==> src/verilog/dlc_map.vh <==
// Register map and field constants for the level code double buffer.
// Assumes an 8-bit register port with a 4-bit word address.
`ifndef DLC_MAP_VH
`define DLC_MAP_VH

// Register addresses
`define DLC_ADDR_W 4
`define DLC_OFS_CTRL_ONE 4'h0
`define DLC_OFS_HIGH_ONE 4'h1
`define DLC_OFS_LOW_ONE 4'h2
`define DLC_OFS_CTRL_TWO 4'h3
`define DLC_OFS_HIGH_TWO 4'h4
`define DLC_OFS_LOW_TWO 4'h5
`define DLC_OFS_LOAD 4'h6
`define DLC_OFS_ACT_HIGH_ONE 4'h7
`define DLC_OFS_ACT_LOW_ONE 4'h8
`define DLC_OFS_ACT_HIGH_TWO 4'h9
`define DLC_OFS_ACT_LOW_TWO 4'ha

// Converter control register fields
`define DLC_CTRL_EN_BIT 7
`define DLC_CTRL_JUSTIFY_BIT 6
`define DLC_CTRL_OE_BIT 5
`define DLC_CTRL_PSS_HI 3
`define DLC_CTRL_PSS_LO 2
`define DLC_CTRL_NSS_BIT 0
`define DLC_CTRL_WMASK 8'hed

// Load register fields
`define DLC_LOAD_ONE_BIT 0
`define DLC_LOAD_TWO_BIT 1
`define DLC_LOAD_WMASK 8'h03

// Widths and reset values
`define DLC_CODE_W 10
`define DLC_RST_BYTE 8'h00
`define DLC_RST_CODE 10'h000

`endif

==> src/verilog/dlc_conv_slot.v <==
// One converter: control byte, staged code and active code buffer.
// Assumes one-cycle write strobes from the register decoder on the same clock.
`timescale 1ns/10ps
`default_nettype none
`include "dlc_map.vh"

module dlc_conv_slot (
    // Clock and reset
    input wire clk,
    input wire rst_b,
    // Register writes
    input wire wr_ctrl,
    input wire wr_high,
    input wire wr_low,
    input wire [7:0] wdata,
    // Load request, one cycle
    input wire load,
    // Readback and outputs
    output wire [7:0] ctrl,
    output reg [7:0] high_rd,
    output reg [7:0] low_rd,
    output reg [7:0] act_high_rd,
    output reg [7:0] act_low_rd,
    output wire [`DLC_CODE_W-1:0] active
);

reg [7:0] ctrl_ff;
reg [`DLC_CODE_W-1:0] staged_ff;
reg [`DLC_CODE_W-1:0] active_ff;
reg [`DLC_CODE_W-1:0] nxt_staged;
wire left_just;

assign left_just = ctrl_ff[`DLC_CTRL_JUSTIFY_BIT];
assign ctrl = ctrl_ff;
assign active = active_ff;

////////////////////////////////////////////////////////////////////////////////
// Staged code: one 10-bit store, bytes mapped by the current format
always @* begin
    nxt_staged = staged_ff;
    if (wr_high) begin
        if (left_just) begin
            nxt_staged[9:2] = wdata;
        end else begin
            nxt_staged[9:8] = wdata[1:0];
        end
    end
    if (wr_low) begin
        if (left_just) begin
            nxt_staged[1:0] = wdata[7:6];
        end else begin
            nxt_staged[7:0] = wdata;
        end
    end
end

// Format change keeps the stored code; only the byte view moves
always @* begin
    if (left_just) begin
        high_rd = staged_ff[9:2];
        low_rd = {staged_ff[1:0], 6'h00};
        act_high_rd = active_ff[9:2];
        act_low_rd = {active_ff[1:0], 6'h00};
    end else begin
        high_rd = {6'h00, staged_ff[9:8]};
        low_rd = staged_ff[7:0];
        act_high_rd = {6'h00, active_ff[9:8]};
        act_low_rd = active_ff[7:0];
    end
end

////////////////////////////////////////////////////////////////////////////////
always @(posedge clk) begin
    if (!rst_b) begin
        ctrl_ff <= `DLC_RST_BYTE;
        staged_ff <= `DLC_RST_CODE;
        active_ff <= `DLC_RST_CODE;
    end else begin
        if (wr_ctrl) begin
            ctrl_ff <= wdata & `DLC_CTRL_WMASK;
        end
        staged_ff <= nxt_staged;
        // All ten bits move in one edge, only on a load
        if (load) begin
            active_ff <= staged_ff;
        end
    end
end

endmodule
`default_nettype wire

==> src/verilog/dlc_top.v <==
// Top of the level code double buffer for two converters.
// Assumes a single-master register port on REF_CLK_IN; read data one cycle late.
// Two converter slots share one register port and one load register.
`timescale 1ns/10ps
`default_nettype none
`include "dlc_map.vh"

module dlc_top (
    // Clock and reset
    input wire REF_CLK_IN,
    input wire RST_B_IN,
    // Register port
    input wire [`DLC_ADDR_W-1:0] ADDR_IN,
    input wire [7:0] WDATA_IN,
    input wire WR_IN,
    input wire RD_IN,
    output wire [7:0] RDATA_OUT,
    // Converter one
    output wire [`DLC_CODE_W-1:0] LEVEL_CODE_ONE_OUT,
    output wire CONV_ONE_EN_OUT,
    output wire CONV_ONE_PIN_OE_OUT,
    output wire [1:0] CONV_ONE_POS_SRC_OUT,
    output wire CONV_ONE_NEG_SRC_OUT,
    // Converter two
    output wire [`DLC_CODE_W-1:0] LEVEL_CODE_TWO_OUT,
    output wire CONV_TWO_EN_OUT,
    output wire CONV_TWO_PIN_OE_OUT,
    output wire [1:0] CONV_TWO_POS_SRC_OUT,
    output wire CONV_TWO_NEG_SRC_OUT
);

////////////////////////////////////////////////////////////////////////////////
// Address decode
// Offsets 7 to a are read-only views of the active code; no write
// strobe is decoded for them, so writes there fall away quietly.
// Unmapped offsets behave the same way and read back as zero.

wire wr_ctrl_one;
wire wr_high_one;
wire wr_low_one;
wire wr_ctrl_two;
wire wr_high_two;
wire wr_low_two;
wire wr_load;

assign wr_ctrl_one = WR_IN && (ADDR_IN == `DLC_OFS_CTRL_ONE);
assign wr_high_one = WR_IN && (ADDR_IN == `DLC_OFS_HIGH_ONE);
assign wr_low_one = WR_IN && (ADDR_IN == `DLC_OFS_LOW_ONE);
assign wr_ctrl_two = WR_IN && (ADDR_IN == `DLC_OFS_CTRL_TWO);
assign wr_high_two = WR_IN && (ADDR_IN == `DLC_OFS_HIGH_TWO);
assign wr_low_two = WR_IN && (ADDR_IN == `DLC_OFS_LOW_TWO);
assign wr_load = WR_IN && (ADDR_IN == `DLC_OFS_LOAD);

////////////////////////////////////////////////////////////////////////////////
// Load strobes
// A strobe stands one cycle, then the copy happens and hardware clears it.
// A new write of one in that same cycle wins over the clear.

localparam [7:0] LOAD_WMASK = `DLC_LOAD_WMASK;

reg [1:0] load_ff;
reg [1:0] nxt_load;
wire [1:0] load_set;

// Spare bits are masked here so they can never arm a strobe
assign load_set = wr_load ? (WDATA_IN[1:0] & LOAD_WMASK[1:0]) : 2'h0;

always @* begin
    nxt_load = 2'h0;
    nxt_load[`DLC_LOAD_ONE_BIT] = load_set[`DLC_LOAD_ONE_BIT];
    nxt_load[`DLC_LOAD_TWO_BIT] = load_set[`DLC_LOAD_TWO_BIT];
end

always @(posedge REF_CLK_IN) begin
    if (!RST_B_IN) begin
        load_ff <= 2'h0;
    end else begin
        // Clear after one cycle; a fresh set re-arms it
        load_ff <= nxt_load;
    end
end

////////////////////////////////////////////////////////////////////////////////
// Converter slots
// Each slot keeps its own format bit, so the two converters may
// use different justifications side by side.

wire [7:0] ctrl_one;
wire [7:0] high_one;
wire [7:0] low_one;
wire [7:0] act_high_one;
wire [7:0] act_low_one;
wire [7:0] ctrl_two;
wire [7:0] high_two;
wire [7:0] low_two;
wire [7:0] act_high_two;
wire [7:0] act_low_two;

dlc_conv_slot u_slot_one (
    .clk(REF_CLK_IN),
    .rst_b(RST_B_IN),
    .wr_ctrl(wr_ctrl_one),
    .wr_high(wr_high_one),
    .wr_low(wr_low_one),
    .wdata(WDATA_IN),
    .load(load_ff[`DLC_LOAD_ONE_BIT]),
    .ctrl(ctrl_one),
    .high_rd(high_one),
    .low_rd(low_one),
    .act_high_rd(act_high_one),
    .act_low_rd(act_low_one),
    .active(LEVEL_CODE_ONE_OUT)
);

dlc_conv_slot u_slot_two (
    .clk(REF_CLK_IN),
    .rst_b(RST_B_IN),
    .wr_ctrl(wr_ctrl_two),
    .wr_high(wr_high_two),
    .wr_low(wr_low_two),
    .wdata(WDATA_IN),
    .load(load_ff[`DLC_LOAD_TWO_BIT]),
    .ctrl(ctrl_two),
    .high_rd(high_two),
    .low_rd(low_two),
    .act_high_rd(act_high_two),
    .act_low_rd(act_low_two),
    .active(LEVEL_CODE_TWO_OUT)
);

////////////////////////////////////////////////////////////////////////////////
// Control fields toward the analog side
// These follow the control byte at once; the analog side must
// tolerate a change of source while the ladder is live.

assign CONV_ONE_EN_OUT = ctrl_one[`DLC_CTRL_EN_BIT];
assign CONV_ONE_PIN_OE_OUT = ctrl_one[`DLC_CTRL_OE_BIT];
assign CONV_ONE_POS_SRC_OUT = ctrl_one[`DLC_CTRL_PSS_HI:`DLC_CTRL_PSS_LO];
assign CONV_ONE_NEG_SRC_OUT = ctrl_one[`DLC_CTRL_NSS_BIT];
assign CONV_TWO_EN_OUT = ctrl_two[`DLC_CTRL_EN_BIT];
assign CONV_TWO_PIN_OE_OUT = ctrl_two[`DLC_CTRL_OE_BIT];
assign CONV_TWO_POS_SRC_OUT = ctrl_two[`DLC_CTRL_PSS_HI:`DLC_CTRL_PSS_LO];
assign CONV_TWO_NEG_SRC_OUT = ctrl_two[`DLC_CTRL_NSS_BIT];

////////////////////////////////////////////////////////////////////////////////
// Read path
// Data is registered and shows only in the cycle after the strobe,
// zero otherwise, so a stale value is never mistaken for an answer.
// Active views read through the current format, like the staged bytes.

reg [7:0] rdata_ff;
reg [7:0] nxt_rdata;

always @* begin
    nxt_rdata = 8'h00;
    if (RD_IN) begin
        case (ADDR_IN)
            `DLC_OFS_CTRL_ONE: begin
                nxt_rdata = ctrl_one;
            end
            `DLC_OFS_HIGH_ONE: begin
                nxt_rdata = high_one;
            end
            `DLC_OFS_LOW_ONE: begin
                nxt_rdata = low_one;
            end
            `DLC_OFS_CTRL_TWO: begin
                nxt_rdata = ctrl_two;
            end
            `DLC_OFS_HIGH_TWO: begin
                nxt_rdata = high_two;
            end
            `DLC_OFS_LOW_TWO: begin
                nxt_rdata = low_two;
            end
            `DLC_OFS_LOAD: begin
                nxt_rdata = {6'h00, load_ff};
            end
            `DLC_OFS_ACT_HIGH_ONE: begin
                nxt_rdata = act_high_one;
            end
            `DLC_OFS_ACT_LOW_ONE: begin
                nxt_rdata = act_low_one;
            end
            `DLC_OFS_ACT_HIGH_TWO: begin
                nxt_rdata = act_high_two;
            end
            `DLC_OFS_ACT_LOW_TWO: begin
                nxt_rdata = act_low_two;
            end
            default: begin
                nxt_rdata = 8'h00;
            end
        endcase
    end
end

always @(posedge REF_CLK_IN) begin
    if (!RST_B_IN) begin
        rdata_ff <= 8'h00;
    end else begin
        rdata_ff <= nxt_rdata;
    end
end

assign RDATA_OUT = rdata_ff;

endmodule
`default_nettype wire
==> config.mk <==
export PLATFORM = sky130hd
export DESIGN_NAME = dlc_top
export DESIGN_NICKNAME = d
export VERILOG_FILES = /design/src/verilog/dlc_conv_slot.v /design/src/verilog/dlc_top.v
export VERILOG_INCLUDE_DIRS = /design/src /design/src/verilog
export SDC_FILE = /design/constraint.sdc
export NUM_CORES = 1
export LEC_CHECK = 0
export BUFFER_PORTS_ARGS = -buffer_cell sky130_fd_sc_hd__buf_2
export CORE_ASPECT_RATIO = 2
export CORE_MARGIN = 2
export CORE_UTILIZATION = 58
export CTS_CLUSTER_SIZE = 28
export DETAILED_ROUTE_END_ITERATION = 6
export PLACE_DENSITY_LB_ADDON = 0.1
export SYNTH_ARGS = -nofsm -noshare
export SYNTH_HDL_FRONTEND = slang
export SYNTH_HIERARCHICAL = 1
export SYNTH_SLANG_ARGS = --single-unit
==> constraint.sdc <==
create_clock -name REF_CLK_IN -period 2.9 [get_ports REF_CLK_IN]
set_clock_uncertainty 0.2 [all_clocks]
set_input_delay 0.29 -clock REF_CLK_IN [delete_from_list [all_inputs] [get_ports REF_CLK_IN]]
set_output_delay 0.29 -clock REF_CLK_IN [all_outputs]
set_load 0.01 [all_outputs]
==> metrics.cfg, run 1 <==
[run_status]
status = completed

[timing]
tns_ns = 0
setup_violations = 0
relSlewSlack = 0.5552
timing.final.crit_share = 0.7339
hold_viol_final = 0
fin_crit_ns = 2.128
final_max_slew_viol_count = 0
worst_slew_pin_slew_ns = 0.6664
timing.fmax_mhz = 469.9
rsz0062_at_grt = false

[layout]
final_area_um2 = 4417
drive_gt1_frac = 0.2441
diodes = 0
syn2layout_area_growth_pct = 12.78
fin_nets = 478

[cts]
cts_hold_buf = 0
post_cts_buffers = 0
numCtsBuffers = 9
clk_latency_ns = 0.34
clk_path_buf_depth = 2
cts_tree = yes
cts.sinks = 62
cts_root_buffer = clkbuf_16
htreeDepth = 3
cts_resized = 0
path_clk_slew_ns = 0.06

[logic_synthesis]
synth_area_um2 = 3916
synth_cell_types = 56
synthFlopType = dfxtp_1
ys_warn_count = 6
ys_top_cells_by_area = dfxtp_1 (32%), mux2i_1 (12%), mux2_2 (6.0%)
yosysMostFrequentCell = dfxtp_1
ys_seq_area_frac = 0.3169
synth_common_cells = dfxtp_1 (62), nor2_1 (47), mux2i_1 (45)
syn_avg_cell_area_um2 = 9.302
synth_top_area_share = 0.3169
synth_seq_cells = 62
synth_edf_count = 0
ys_async_sr_fraction = 0
post-synth-top-area-cell = dfxtp_1
syn_inst = 421

[routing]
antenna_left = 0
wirelength_um = 11590
drt_pre_antenna_iters = 5
wl_per_cell_um = 20.89
drt_iter0_drc = 341
drc = 0
viasPerCell = 6.114
via_count = 3393

[placed_design]
placed_area_um2 = 4125
hpwl_um = 8554
io_buffers = 53
gp_congestion = 1.010

[floorplanning]
initial_core_util = 0.5962
core-area_um2 = 6569
die_y_um = 120.2
die_x_um = 62.11
die-area_um2 = 7466
pin_count = 54
rows = 42

[pwr]
leakagePower_uw = 0.001890
powerDensity_nw_per_um2 = 475.0
max-vdd-ir-drop_uv = 490.7

[setup_path]
startpoint_type = register
crit_buf_inv = 1
cp_top_family = flip-flops
slowest_stage = dfxtp_1
crit_chain = buf_4 -> mux2_2 -> mux2i_1 -> o2bb2ai_1 -> a22oi_1 -> a21oi_1
cp.arrival_ns = 2.15
cpPeakStageDelay_ns = 0.58
critPathKind = register to register
crit_path_max_fanout = 35
crit_required_ns = 2.92
endpoint_kind = register

[global_route]
track_usage = 0.3204
grt_max_degree = 36
grt_overflow = 0
antenna_found_initial = 0
grt_first_pass_wirelength_um = 17950
first_global_vias = 3260

[flow_run]
maxCapViolCount = 0

[hold_path]
hold_path.class = input port to register

-- flip-flops by register name, indices dropped and copies added (netlist names) --
signal,flops
u_slot_one/active,10
u_slot_one/staged_ff,10
u_slot_two/active,10
u_slot_two/staged_ff,10
RDATA_OUT,8
u_slot_one/ctrl,6
u_slot_two/ctrl,6
load_ff,2
-- path summary, 6_finish.rpt --
check / slack (ns) / end / start / cells past startpoint
setup reg to reg: 0.77 / RDATA_OUT[7] / u_slot_one/ctrl[6] / 6
hold / removal: 0.10 / u_slot_one/ctrl[3] / WDATA_IN[3] / 3
hold reg to reg: 0.32 / u_slot_two/staged_ff[1] / u_slot_two/staged_ff[1] / 2
setup / recovery: 0.77 / RDATA_OUT[7] / u_slot_one/ctrl[6] / 6
-- metrics by stage --
stage	utilization	std cells	hold slack (ns)	power, µW	setup WS [ns]
2_1_floorplan	-	423	0.2212	1006	0.8020
3_3_place_gp	0.6280	539	0.3033	1053	0.8296
3_5_place_dp	0.6280	539	0.3130	1053	0.7971
4_1_cts	0.6724	555	0.09355	2107	0.7777
5_1_grt	0.6724	555	0.1286	2152	0.6233
6_report	0.6724	555	0.1014	2098	0.7718
-- cell families (layout without fill, tap and decap cells) --
kind of cell | Yosys count | count (layout) | synth area share
AND/OR/NAND/NOR | 159 | 159 | 0.2403
AO/OA/AOI/OAI | 85 | 85 | 0.1751
multiplexers | 68 | 68 | 0.1869
flip-flops | 62 | 62 | 0.3169
buffers and inverters | 45 | 89 | 0.07891
other | 2 | 4 | 0.001918
-- layout by cell type (no fill, tap or decap), types with 8 or more instances in the layout --
master | netlist | layout
and3_1 | 13 | 13
mux2_2 | 21 | 21
nor2_1 | 47 | 47
dfxtp_1 | 62 | 62
or3b_1 | 12 | 12
o311a_1 | 12 | 12
and2_1 | 26 | 26
a211oi_1 | 9 | 9
clkbuf_16 | 0 | 9
mux2i_1 | 45 | 45
buf_4 | 6 | 16
nor2b_1 | 31 | 31
a22o_1 | 8 | 8
buf_2 | 15 | 53
a21boi_0 | 12 | 12
-- worst register-to-register path, cell delays in order (launching register included) --
cell       delay (ns)
dfxtp_1          0.58
buf_4            0.38
mux2_2           0.39
mux2i_1          0.12
o2bb2ai_1        0.08
a22oi_1          0.17
a21oi_1          0.08
-- final cells by class --
| type | instances | area, µm² |
|---|---|---|
| clock inverters | 6 | 62.56 |
| flip-flops and latches | 62 | 1241 |
| fillers | 573 | 2152 |
| multi-input cells | 316 | 2374 |
| inverters | 4 | 15.01 |
| repair buffers | 69 | 385.4 |
| clock buffers | 10 | 229.0 |
| well taps | 88 | 110.1 |
-- power by group --
| part | switching (µW) | total, µW | internal [µW] |
|---|---|---|---|
| sequential | 12.0 | 874 | 862 |
| combinational | 104 | 163 | 59.1 |
| clock | 399 | 1060 | 661 |
-- per-layer routing --
metal / track usage / vias up / share of wire
met1: 0.3683 / 1617 / 0.38
met5: 0 / - / 0
met3: 0.04930 / 42 / 0.046
met2: 0.5476 / 133 / 0.51
met4: 0.2097 / 0 / 0.059
li1: - / 1601 / -
Note: power is estimated with default switching activity, not from simulation.
==> inputs of run 2 (changes only) <==
==> constraint.sdc (replaced) <==
create_clock -name REF_CLK_IN -period 2.06 [get_ports REF_CLK_IN]
set_clock_uncertainty 0.2 [all_clocks]
set_input_delay 0.206 -clock REF_CLK_IN [delete_from_list [all_inputs] [get_ports REF_CLK_IN]]
set_output_delay 0.206 -clock REF_CLK_IN [all_outputs]
set_load 0.01 [all_outputs]
==> metrics.cfg, run 2 (synthesis gave the netlist of run 1 again) <==
[global_route]
grt_first_pass_wirelength_um = 18320
grt_max_degree = 29
antenna_found_initial = 0
first_global_vias = 3431
track_usage = 0.3277
grt_overflow = 0

[cts]
cts_root_buffer = clkbuf_16
clk_latency_ns = 0.34
numCtsBuffers = 9
htreeDepth = 3
cts_hold_buf = 0
cts.sinks = 62
clk_path_buf_depth = 2
post_cts_buffers = 0
cts_resized = 0
cts_tree = yes
path_clk_slew_ns = 0.05

[layout]
final_util = 0.6888
multiInputGateArea_um2 = 2374
final_area_um2 = 4524
syn2layout_area_growth_pct = 15.53
fin_nets = 484
stdcell_count = 561
mostFrequentLayoutCell = dfxtp_1
final_cell_mix = dfxtp_1 (61), buf_2 (53), nor2_1 (47), mux2i_1 (45), nor2b_1 (31)
diodes = 0
register_area_um2 = 1242
drive_gt1_frac = 0.2579
nFillCells = 542

[timing]
rsz0062_at_grt = false
worst_slew_pin_slew_ns = 0.6338
setup_violations = 0
timing.fmax_mhz = 515.5
tns_ns = 0
final_max_slew_viol_count = 0
fin_crit_ns = 1.940
relSlewSlack = 0.5770
timing.final.crit_share = 0.9417
hold_viol_final = 0
fin_ws_ns = 0.1201

[routing]
drt_iter0_drc = 283
drt_pre_antenna_iters = 6
viasPerCell = 6.237
drc = 0
wl_per_cell_um = 21.37
wirelength_um = 11990
antenna_left = 0
via_count = 3499

[floorplanning]
die_y_um = 120.2
pin_count = 54
core-area_um2 = 6569
rows = 42
die-area_um2 = 7466
initial_core_util = 0.5962
die_x_um = 62.11

[hold_path]
hold_path.class = input port to register
holdPathEnd = u_slot_two/ctrl[5]
min-delay-start = WDATA_IN[5]
whs_path_depth = 3

[run_status]
status = completed

[setup_path]
startpoint_type = register
crit_path_max_fanout = 24
rrSetupSlack_ns = 0.12
reg2reg_from = u_slot_two/ctrl[6]
endpoint_kind = register
crit_required_ns = 2.07
critPathKind = register to register
rr_worst_depth = 6
reg2reg_to = RDATA_OUT[3]
cp.arrival_ns = 1.95

[pwr]
leakagePower_uw = 0.001949
max-vdd-ir-drop_uv = 751.9
powerDensity_nw_per_um2 = 689.4

[flow_run]
maxCapViolCount = 0

[placed_design]
dp_slack_ns = 0.07987
placed_area_um2 = 4197
io_buffers = 53
gp_congestion = 0.9889
hpwl_um = 8758
dp_cells = 545

run 2: metrics by stage:
| step | total power (µW) | hold WS (ns) |
|---|---|---|
| 6_report | 3119 | 0.008898 |
| 3_5_place_dp | 1496 | 0.3205 |
| 3_3_place_gp | 1494 | 0.3155 |
| 2_1_floorplan | 1416 | 0.1372 |
| 5_1_grt | 3198 | 0.01611 |
| 4_1_cts | 3124 | 0.009626 |
run 2: layer usage:
layer	GRT usage	vias up	share of wire
li1	-	1619	-
met1	0.3534	1700	0.38
met2	0.5802	143	0.52
met3	0.05953	37	0.051
met4	0.2139	0	0.056
met5	0	-	0
run 2: area by class of cell:
cell class,count,share of cell area
multi-input cells,316,0.5246
flip-flops and latches,62,0.2746
repair buffers,75,0.1015
clock buffers,10,0.05282
well taps,88,0.02434
clock inverters,6,0.01881
inverters,4,0.003319
run 2: where the power goes:
group          internal [µW]  switching, µW  total, µW
Combinational           92.7            153        246
Sequential              1210           16.5       1230
Clock                   1090            557       1640
run 2: worst max-delay path, stage by stage (launching register included):
cell     delay [ns]
dfxtp_1        0.47
buf_4          0.30
nor2b_1        0.08
mux2_2         0.27
a22o_1         0.18
a22oi_1        0.20
a31oi_1        0.12
run 2: worst max-delay path by stage:
stage	from	to	slack, ns	cells after the start
3_5_place_dp	u_slot_one/ctrl[6]	RDATA_OUT[4]	0.08	7
4_1_cts	u_slot_one/ctrl[6]	RDATA_OUT[4]	0.06	7
2_1_floorplan	u_slot_one/ctrl[6]	RDATA_OUT[1]	0.01	8
5_1_grt	u_slot_two/ctrl[6]	RDATA_OUT[7]	0.01	6
3_3_place_gp	u_slot_one/ctrl[6]	RDATA_OUT[4]	0.11	7
6_report	u_slot_two/ctrl[6]	RDATA_OUT[3]	0.12	6
